<file path="src/hdl/ppio_pkg.sv">
package ppio_pkg;
  localparam int unsigned ADDR_W = 8;
  localparam int unsigned DATA_W = 8;
  localparam logic [7:0] OFF_B_IN = 8'h01;
  localparam logic [7:0] OFF_A_OUT = 8'h04;
  localparam logic [7:0] OFF_B_OUT = 8'h05;
  localparam logic [7:0] OFF_A_DIR = 8'h06;
  localparam logic [7:0] OFF_B_DIR = 8'h07;
  localparam logic [7:0] OFF_C_IN = 8'h10;
  localparam logic [7:0] OFF_D_IN = 8'h11;
  localparam logic [7:0] OFF_C_OUT = 8'h12;
  localparam logic [7:0] OFF_D_OUT = 8'h13;
  localparam logic [7:0] OFF_C_DIR = 8'h14;
  localparam logic [7:0] OFF_D_DIR = 8'h15;
  // Value of registers after reset
  localparam logic [7:0] RST_VAL = 8'h00;
  // Implemented pin positions on ports C and D
  localparam logic [7:0] C_MASK = 8'h9c;
  localparam logic [7:0] D_MASK = 8'h06;
  // Answer to unmapped reads and to unimplemented bits
  localparam logic [7:0] UNMAPPED_VAL = 8'h00;
endpackage

</file>
<file path="src/hdl/ppio_port.sv">
// Chosen here: the strobed register port.
`timescale 1ns/1ns
// Function
// RL1 - Input bit reads current pin level; only ports B-D have an input register, port A has none
// RL2 - Output bit drives pin level
// RL3 - Output registers clear at reset
// RL4 - Direction one is output, zero input
// RL5 - Direction registers clear at reset
// RL6 - Unimplemented C/D input bits undefined
// RL7 - Port C/D registers at fixed offsets
// RL8 - Ports A-C inputs through input macrocells
// RL9 - Array outputs drive A-C, chip selects D
// RL10 - Array output pins exclude other modes
// RL11 - Array input pins stay readable, directable
// RL12 - Output bit ignored on array output
// RL13 - Buffer enable is array oe OR direction
// RL14 - Pins start as high-impedance inputs
// RL15 - Array oe alone makes pin output
// RL16 - Internal-only macrocell leaves pin free
// RL17 - Writable registers read back; inputs ignore writes
module ppio_port (
  // Clock and reset
  input wire logic clk_sys,
  input wire logic rst_b,
  // Register port
  input wire logic [7:0] reg_addr,
  input wire logic [7:0] reg_wdata,
  input wire logic reg_wr,
  input wire logic reg_rd,
  output logic [7:0] reg_rdata,
  // Pins, index 0 port A .. 3 port D
  input wire logic [7:0] pin_in [4],
  output logic [7:0] pin_out [4],
  output logic [7:0] pin_oe [4],
  // Logic array side: per pin routing select, value and enable
  input wire logic [7:0] array_out_sel [4],
  input wire logic [7:0] array_out_val [4],
  input wire logic [7:0] array_oe [4],
  output logic [7:0] array_in_bus [4]
);

  logic [7:0] sync1_q [4];
  logic [7:0] sync2_q [4];
  logic [7:0] in_cell_q [3];
  logic [7:0] out_q [4];
  logic [7:0] dir_q [4];
  logic [7:0] rdata_q;
  logic [7:0] rdata_d;
  logic [2:0] oidx;
  logic [2:0] didx;

  // Port index of a data-out offset, or 4 for none
  function automatic logic [2:0] out_idx(input logic [7:0] a);
    unique case (a)
      ppio_pkg::OFF_A_OUT: out_idx = 3'h0;
      ppio_pkg::OFF_B_OUT: out_idx = 3'h1;
      ppio_pkg::OFF_C_OUT: out_idx = 3'h2;
      ppio_pkg::OFF_D_OUT: out_idx = 3'h3;
      default: out_idx = 3'h4;
    endcase
  endfunction

  function automatic logic [2:0] dir_idx(input logic [7:0] a);
    unique case (a)
      ppio_pkg::OFF_A_DIR: dir_idx = 3'h0;
      ppio_pkg::OFF_B_DIR: dir_idx = 3'h1;
      ppio_pkg::OFF_C_DIR: dir_idx = 3'h2;
      ppio_pkg::OFF_D_DIR: dir_idx = 3'h3;
      default: dir_idx = 3'h4;
    endcase
  endfunction

  // Decoded register indices, 4 when the offset is not of that kind
  assign oidx = out_idx(reg_addr);
  assign didx = dir_idx(reg_addr);

  // Two-stage synchronisers on every pin
  always_ff @(posedge clk_sys) begin
    for (int p = 0; p < 4; p++) begin
      sync1_q[p] <= pin_in[p];
      sync2_q[p] <= sync1_q[p];
    end
  end

  // RL8 input macrocells on A-C
  always_ff @(posedge clk_sys) begin
    if (!rst_b) begin
      for (int p = 0; p < 3; p++) begin
        in_cell_q[p] <= ppio_pkg::RST_VAL;
      end
    end else begin
      for (int p = 0; p < 3; p++) begin
        in_cell_q[p] <= sync2_q[p];
      end
    end
  end

  // RL8 port D feeds bus directly
  always_comb begin
    array_in_bus[0] = in_cell_q[0];
    array_in_bus[1] = in_cell_q[1];
    array_in_bus[2] = in_cell_q[2];
    array_in_bus[3] = sync2_q[3];
  end

  // RL3 RL17 output value registers
  always_ff @(posedge clk_sys) begin
    if (!rst_b) begin
      for (int p = 0; p < 4; p++) begin
        out_q[p] <= ppio_pkg::RST_VAL;
      end
    end else if (reg_wr && oidx != 3'h4) begin
      out_q[oidx[1:0]] <= reg_wdata;
    end
  end

  // RL5 RL14 direction registers
  always_ff @(posedge clk_sys) begin
    if (!rst_b) begin
      for (int p = 0; p < 4; p++) begin
        dir_q[p] <= ppio_pkg::RST_VAL;
      end
    end else if (reg_wr && didx != 3'h4) begin
      dir_q[didx[1:0]] <= reg_wdata;
    end
  end

  // RL1 RL7 RL6 RL11 read decode
  always_comb begin
    rdata_d = ppio_pkg::UNMAPPED_VAL;
    if (oidx != 3'h4) begin
      rdata_d = out_q[oidx[1:0]];
    end else if (didx != 3'h4) begin
      rdata_d = dir_q[didx[1:0]];
    end else if (reg_addr == ppio_pkg::OFF_B_IN) begin
      rdata_d = sync2_q[1];
    end else if (reg_addr == ppio_pkg::OFF_C_IN) begin
      rdata_d = sync2_q[2] & ppio_pkg::C_MASK;
    end else if (reg_addr == ppio_pkg::OFF_D_IN) begin
      rdata_d = sync2_q[3] & ppio_pkg::D_MASK;
    end
  end

  always_ff @(posedge clk_sys) begin
    if (!rst_b) begin
      rdata_q <= ppio_pkg::RST_VAL;
    end else if (reg_rd) begin
      rdata_q <= rdata_d;
    end else begin
      rdata_q <= ppio_pkg::RST_VAL;
    end
  end

  assign reg_rdata = rdata_q;

  // Output stage per port
  for (genvar p = 0; p < 4; p++) begin : g_pin
    // RL2 RL9 RL10 RL12 RL16 array output overrides register
    assign pin_out[p] = (array_out_sel[p] & array_out_val[p]) |
                        (~array_out_sel[p] & out_q[p]);
    // RL4 RL13 RL15 enable is OR of array oe and direction
    assign pin_oe[p] = array_oe[p] | dir_q[p];
  end

  // RL13 enable follows direction or array oe
  pin_oe_or_a: assert property (@(posedge clk_sys) disable iff (!rst_b)
    pin_oe[1] == (array_oe[1] | dir_q[1]))
    else $error("pin enable not OR of array oe and direction");
  // RL12 array output ignores register
  arr_out_sel_a: assert property (@(posedge clk_sys) disable iff (!rst_b)
    array_out_sel[0][0] |-> pin_out[0][0] == array_out_val[0][0])
    else $error("array output pin not driven from array");
  // RL2 register drives pin
  reg_drive_a: assert property (@(posedge clk_sys) disable iff (!rst_b)
    reg_wr && reg_addr == ppio_pkg::OFF_B_OUT && !array_out_sel[1][3]
    |=> pin_out[1][3] == $past(reg_wdata[3]))
    else $error("output bit did not reach pin");
  // RL17 direction read back
  dir_readback_a: assert property (@(posedge clk_sys) disable iff (!rst_b)
    reg_wr && reg_addr == ppio_pkg::OFF_C_DIR ##1
    reg_rd && reg_addr == ppio_pkg::OFF_C_DIR && !reg_wr
    |=> reg_rdata == $past(reg_wdata, 2))
    else $error("direction register read back wrong");
  // RL3 RL5 clear after reset
  reset_clear_a: assert property (@(posedge clk_sys)
    !rst_b |=> out_q[3] == 8'h00 && dir_q[0] == 8'h00)
    else $error("registers not cleared by reset");
  // RL1 input read shows pin
  in_level_a: assert property (@(posedge clk_sys) disable iff (!rst_b)
    reg_rd && reg_addr == ppio_pkg::OFF_B_IN |=> reg_rdata == $past(sync2_q[1]))
    else $error("input register not pin level");
  // RL14 pins start as inputs
  pwr_input_a: assert property (@(posedge clk_sys)
    $rose(rst_b) && array_oe[2] == 8'h00 |-> pin_oe[2] == 8'h00)
    else $error("pin enabled after reset without array oe");
  // RL8 port D goes straight to bus
  d_direct_a: assert property (@(posedge clk_sys) disable iff (!rst_b)
    $past(rst_b) |->
    array_in_bus[3] == sync2_q[3] && array_in_bus[0] == $past(sync2_q[0]))
    else $error("array input path wrong");

  // RL13 port A enable
  oe_port_a_a: assert property (@(posedge clk_sys) disable iff (!rst_b)
    pin_oe[0] == (array_oe[0] | dir_q[0]))
    else $error("port A enable not OR of array oe and direction");

  // RL13 port C enable
  oe_port_c_a: assert property (@(posedge clk_sys) disable iff (!rst_b)
    pin_oe[2] == (array_oe[2] | dir_q[2]))
    else $error("port C enable not OR of array oe and direction");

  // RL13 port D enable
  oe_port_d_a: assert property (@(posedge clk_sys) disable iff (!rst_b)
    pin_oe[3] == (array_oe[3] | dir_q[3]))
    else $error("port D enable not OR of array oe and direction");

  // RL2 RL12 port A pin value
  mix_port_a_a: assert property (@(posedge clk_sys) disable iff (!rst_b)
    pin_out[0] == ((array_out_sel[0] & array_out_val[0]) |
                   (~array_out_sel[0] & out_q[0])))
    else $error("port A pin value wrong");

  // RL2 RL12 port C pin value
  mix_port_c_a: assert property (@(posedge clk_sys) disable iff (!rst_b)
    pin_out[2] == ((array_out_sel[2] & array_out_val[2]) |
                   (~array_out_sel[2] & out_q[2])))
    else $error("port C pin value wrong");

  // RL9 chip select on port D
  d_chip_sel_a: assert property (@(posedge clk_sys) disable iff (!rst_b)
    array_out_sel[3][1] |-> pin_out[3][1] == array_out_val[3][1])
    else $error("port D pin not driven by chip select");

  // RL10 RL12 whole port from array
  arr_whole_a: assert property (@(posedge clk_sys) disable iff (!rst_b)
    array_out_sel[1] == 8'hff |-> pin_out[1] == array_out_val[1])
    else $error("array port still follows register");

  // RL16 unselected pin stays free
  node_free_a: assert property (@(posedge clk_sys) disable iff (!rst_b)
    !array_out_sel[1][5] |-> pin_out[1][5] == out_q[1][5])
    else $error("unselected pin not under register");

  // RL15 array oe alone drives pin
  oe_alone_a: assert property (@(posedge clk_sys) disable iff (!rst_b)
    array_oe[1][0] |-> pin_oe[1][0])
    else $error("array oe did not enable pin");

  // RL14 inputs without oe or direction
  d_input_a: assert property (@(posedge clk_sys) disable iff (!rst_b)
    dir_q[3] == 8'h00 && array_oe[3] == 8'h00 |-> pin_oe[3] == 8'h00)
    else $error("port D driven with no enable source");

  // RL4 RL11 direction bit enables pin
  dir_enable_a: assert property (@(posedge clk_sys) disable iff (!rst_b)
    dir_q[1][4] |-> pin_oe[1][4])
    else $error("direction bit did not enable pin");

  // RL17 idle read data
  rdata_idle_a: assert property (@(posedge clk_sys) disable iff (!rst_b)
    !reg_rd |=> reg_rdata == 8'h00)
    else $error("read data not cleared after read");

  // RL17 output register read back
  out_read_a: assert property (@(posedge clk_sys) disable iff (!rst_b)
    reg_rd && reg_addr == ppio_pkg::OFF_A_OUT |=> reg_rdata == $past(out_q[0]))
    else $error("port A output register read wrong");

  // RL17 direction register read back
  dir_read_a: assert property (@(posedge clk_sys) disable iff (!rst_b)
    reg_rd && reg_addr == ppio_pkg::OFF_D_DIR |=> reg_rdata == $past(dir_q[3]))
    else $error("port D direction register read wrong");

  // RL1 RL6 port C input read
  in_c_read_a: assert property (@(posedge clk_sys) disable iff (!rst_b)
    reg_rd && reg_addr == ppio_pkg::OFF_C_IN |=>
    (reg_rdata & ppio_pkg::C_MASK) == ($past(sync2_q[2]) & ppio_pkg::C_MASK))
    else $error("port C input register not pin level");

  // RL1 RL6 port D input read
  in_d_read_a: assert property (@(posedge clk_sys) disable iff (!rst_b)
    reg_rd && reg_addr == ppio_pkg::OFF_D_IN |=>
    (reg_rdata & ppio_pkg::D_MASK) == ($past(sync2_q[3]) & ppio_pkg::D_MASK))
    else $error("port D input register not pin level");

  // RL7 unmapped reads
  unmapped_a: assert property (@(posedge clk_sys) disable iff (!rst_b)
    reg_rd && reg_addr == 8'h20 |=> reg_rdata == ppio_pkg::UNMAPPED_VAL)
    else $error("unmapped read not default value");

  // RL17 input writes ignored
  in_wr_ign_a: assert property (@(posedge clk_sys) disable iff (!rst_b)
    reg_wr && reg_addr == ppio_pkg::OFF_B_IN |=>
    out_q[1] == $past(out_q[1]) && dir_q[1] == $past(dir_q[1]) &&
    out_q[0] == $past(out_q[0]) && dir_q[0] == $past(dir_q[0]))
    else $error("write to input register changed state");

  // RL2 port A output write
  out_wr_a_a: assert property (@(posedge clk_sys) disable iff (!rst_b)
    reg_wr && reg_addr == ppio_pkg::OFF_A_OUT |=> out_q[0] == $past(reg_wdata))
    else $error("port A output write lost");

  // RL2 port C output write
  out_wr_c_a: assert property (@(posedge clk_sys) disable iff (!rst_b)
    reg_wr && reg_addr == ppio_pkg::OFF_C_OUT |=> out_q[2] == $past(reg_wdata))
    else $error("port C output write lost");

  // RL2 port D output write
  out_wr_d_a: assert property (@(posedge clk_sys) disable iff (!rst_b)
    reg_wr && reg_addr == ppio_pkg::OFF_D_OUT |=> out_q[3] == $past(reg_wdata))
    else $error("port D output write lost");

  // RL4 port A direction write
  dir_wr_a_a: assert property (@(posedge clk_sys) disable iff (!rst_b)
    reg_wr && reg_addr == ppio_pkg::OFF_A_DIR |=> dir_q[0] == $past(reg_wdata))
    else $error("port A direction write lost");

  // RL4 port B direction write
  dir_wr_b_a: assert property (@(posedge clk_sys) disable iff (!rst_b)
    reg_wr && reg_addr == ppio_pkg::OFF_B_DIR |=> dir_q[1] == $past(reg_wdata))
    else $error("port B direction write lost");

  // RL4 port D direction write
  dir_wr_d_a: assert property (@(posedge clk_sys) disable iff (!rst_b)
    reg_wr && reg_addr == ppio_pkg::OFF_D_DIR |=> dir_q[3] == $past(reg_wdata))
    else $error("port D direction write lost");

  // RL8 port B through input macrocell
  in_cell_b_a: assert property (@(posedge clk_sys) disable iff (!rst_b)
    $past(rst_b) |-> array_in_bus[1] == $past(sync2_q[1]))
    else $error("port B array input not through macrocell");

  // RL1 pin level reaches read path
  sync_path_a: assert property (@(posedge clk_sys) disable iff (!rst_b)
    $past(rst_b, 2) |-> sync2_q[1] == $past(pin_in[1], 2))
    else $error("pin level lost in synchroniser");

endmodule

</file>
<file path="config.mk">
export PLATFORM = sky130hd
export DESIGN_NAME = ppio_port
export DESIGN_NICKNAME = d
export VERILOG_FILES = /design/src/hdl/ppio_pkg.sv /design/src/hdl/ppio_port.sv
export SDC_FILE = /design/constraint.sdc
export NUM_CORES = 1
export LEC_CHECK = 0
export BUFFER_PORTS_ARGS = -buffer_cell sky130_fd_sc_hd__buf_2
export CORE_MARGIN = 1
export CORE_UTILIZATION = 28
export CTS_BUF_LIST = sky130_fd_sc_hd__clkbuf_4
export CTS_CLUSTER_SIZE = 8
export DETAILED_ROUTE_END_ITERATION = 8
export SLEW_MARGIN = 15
export SYNTH_ARGS = -nofsm -noshare
export SYNTH_HDL_FRONTEND = slang
export SYNTH_SLANG_ARGS = --single-unit
</file>
<file path="constraint.sdc">
create_clock -name clk_sys -period 3.2 [get_ports clk_sys]
set_input_delay 0.48 -clock clk_sys [delete_from_list [all_inputs] [get_ports clk_sys]]
set_output_delay 0.48 -clock clk_sys [all_outputs]
set_load 0.01 [all_outputs]
</file>
==> results.yml <==
global_routing:
  grtUsageMet1: 0.213
  grt_use_met3: 0.0349
  grt_util_all_layers: 0.162
  antenna_found_initial: 1
  grt_pass1_wl_mm: 25.8
  grt_overflow: 0
  top_usage_layer: "met2"
  first_global_vias: 4407
  grt_max_degree: 36
  met2_usage: 0.263
setup_path:
  max_stage_delay_ps: 840
  worstPathRequired_ps: 3690
  crit_family: "simple AND/OR/NAND/NOR gates"
  crit_slowest_cell: "or4_1"
  arrival_ps: 2740
  critPathLaunchType: "input port"
  cp-end-kind: "register"
  crit_buf_inv: 1
  cp_max_fo: 13
  path_cells: "buf_2 -> or3_4 -> or4_1 -> mux2i_1 -> a2111oi_0 -> a311o_1"
  critPathKind: "input port to register"
clocking:
  clock-sinks: 160
  cts-buffers-inserted: 17
  cts.htree.levels: 4
  cts_root_buf: "clkbuf_4"
  cts_tree: "yes"
  clk_pin_slew_worst_paths_ps: 150
  cts_buffer_depth: 2
  clkLatencyLatePin_ps: 550
  ctsResizeCount: 0
  postCtsSetupRepairBufs: 0
synth:
  ys_types: 51
  synth-main-ff-cell: "dfxtp_1"
  seq_area_frac_synth: 0.636
  synthesis.nets: 621
  synth.area.mux_share: 0.0942
  yosys_warnings: 0
  synthesis.area_um2: 6040
  yosys_register_bits: 160
  async_reset_ff_frac: 0
  synth_top_family_by_area: "simple AND/OR/NAND/NOR gates"
  synth_area_leaders: "dfxtp_1 32%, edfxtp_1 32%, and2_1 9.1%, mux2_2 6.5%, or2_2 3.3%"
  yosys.area_share.xor_xnor: 0.00145
  synth_common_cells: "96 x dfxtp_1, 88 x and2_1, 64 x edfxtp_1, 35 x mux2_2, 32 x or2_2"
  synthAdderAreaFrac: 0
  yosysMostFrequentCell: "dfxtp_1"
  syn_inst: 473
  synth_edf_count: 64
  netlist.area_leader.share: 0.318
  synth.avg_cell_area_um2: 12.8
  synth_simple_gate_area_frac: 0.181
  synth_compound_area_frac: 0.0683
  yosys.area.top_type: "dfxtp_1"
sta:
  tightestPinTransition_ps: 617
  tns_ps: 0
  fin_ws_ps: 950
  fin_skew_ps: 25.9
  final_max_slew_viol_count: 0
  fmax_mhz: 444
  relSlewSlack: 0.588
  finalCriticalPeriod_ps: 2250
  setup_viol: 0
  whs_ps: 330
  min_period_over_period: 0.703
  rsz0062_at_grt: "no"
  hold_viol_final: 0
power_and_ir_drop:
  power_mw: 3.98
  power_density_nw_per_um2: 481
  ir_worst_vdd_uv: 190
  p_leak_nw: 3.61
routing:
  drt_iter0_drc: 327
  drt-pass1-iter-count: 6
  route.antenna.remaining_nets: 0
  drcViolationCount: 0
  vias: 4705
  routed_wl_mm: 17.9
  wl_per_cell_um: 16.9
  via_per_inst: 4.46
placement:
  gp_congestion: 0.813
  dp.cells: 991
  dp_hpwl_mm: 13.7
  dpl_cell_area_um2: 7650
  portBuffers: 251
  post-place-ws_ps: 400
die:
  fp.dieH_um: 149
  start_util: 0.287
  fp-row-count: 53
  die_area_um2: 22200
  fp.coreArea_um2: 21100
  die_w_um: 149
  io_pins: 252
cells_and_area:
  layout.nets: 915
  fin_area_um2: 8280
  drive_gt1_frac: 0.474
  final_util: 0.393
  synthToLayoutAreaGrowth_pct: 37.0
  layout.cells.non_filler: 1056
min_path:
  hold_class: "register to register"
outcome:
  status: "complete, no violations"
flow_run:
  maxCapViolCount: 0
[metal layers]
layer	wire, µm	part of all wire
met5	0	0
met4	225	0.013
met3	1040	0.058
met2	8840	0.49
met1	7760	0.43
[registers in the layout (all words and copies together) (netlist names)]
| name | count |
|---|---|
| reg_rdata | 8 |
| in_cell_q | 24 |
| sync1_q | 32 |
| dir_q | 32 |
| sync2_q | 32 |
| out_q | 32 |
[path summary, 6_finish.rpt]
check	cells past startpoint	from	end	slack (ps)
hold / removal	0	sync1_q[2][6]$_DFF_P_	sync2_q[2][6]$_DFF_P_	330
setup / recovery	6	reg_addr[5]	reg_rdata[1]$_SDFF_PN0_	950
hold reg to reg	0	sync1_q[2][6]$_DFF_P_	sync2_q[2][6]$_DFF_P_	330
setup reg to reg	4	out_q[2][6]$_SDFFCE_PN0P_	reg_rdata[6]$_SDFF_PN0_	1800
[cell type report]
class,count,area [µm²]
repair buffers,297,1680
diodes,1,2.50
inverters,5,18.8
well taps,275,344
clock inverters,14,171
clock buffers,18,135
multi-input cells,286,2090
flip-flops and latches,160,3840
fillers,2084,12800
[cells by family after synthesis]
logic type | after synthesis
AO/OA/AOI/OAI | 54
multiplexers | 52
AND/OR/NAND/NOR | 179
buffers and inverters | 27
flip-flops | 160
XOR/XNOR | 1
[power breakdown]
group / internal [mW] / leakage (nW) / switching, mW / total [mW]
Clock: 0.506 / 0.165 / 0.784 / 1.29
Combinational: 0.219 / 2.04 / 0.202 / 0.421
Sequential: 2.22 / 1.41 / 0.0532 / 2.27
[cells in the final DEF, fill, tap and decap left out, drive strengths merged, types with 4 or more instances in the layout]
cell type,synthesis,routed
buf,6,265
dfxtp,96,96
and2,88,88
edfxtp,64,64
mux2,39,39
or2,33,33
dlygate4sd3,0,32
clkbuf,16,18
nand2,16,16
inv,5,14
mux2i,13,13
o221ai,11,11
a21oi,8,8
nand2b,7,7
nor2,7,7
nor3,6,6
o21ai,6,6
o211a,5,5
a311oi,5,5
a31oi,4,4
nor3b,4,4
[timing repair]
action                                  CTS  global route
hold buffers                             32             0
endpoints found under the setup margin    0             0
hold endpoints to repair                 32             0
Power figures use the tool's default switching activity.
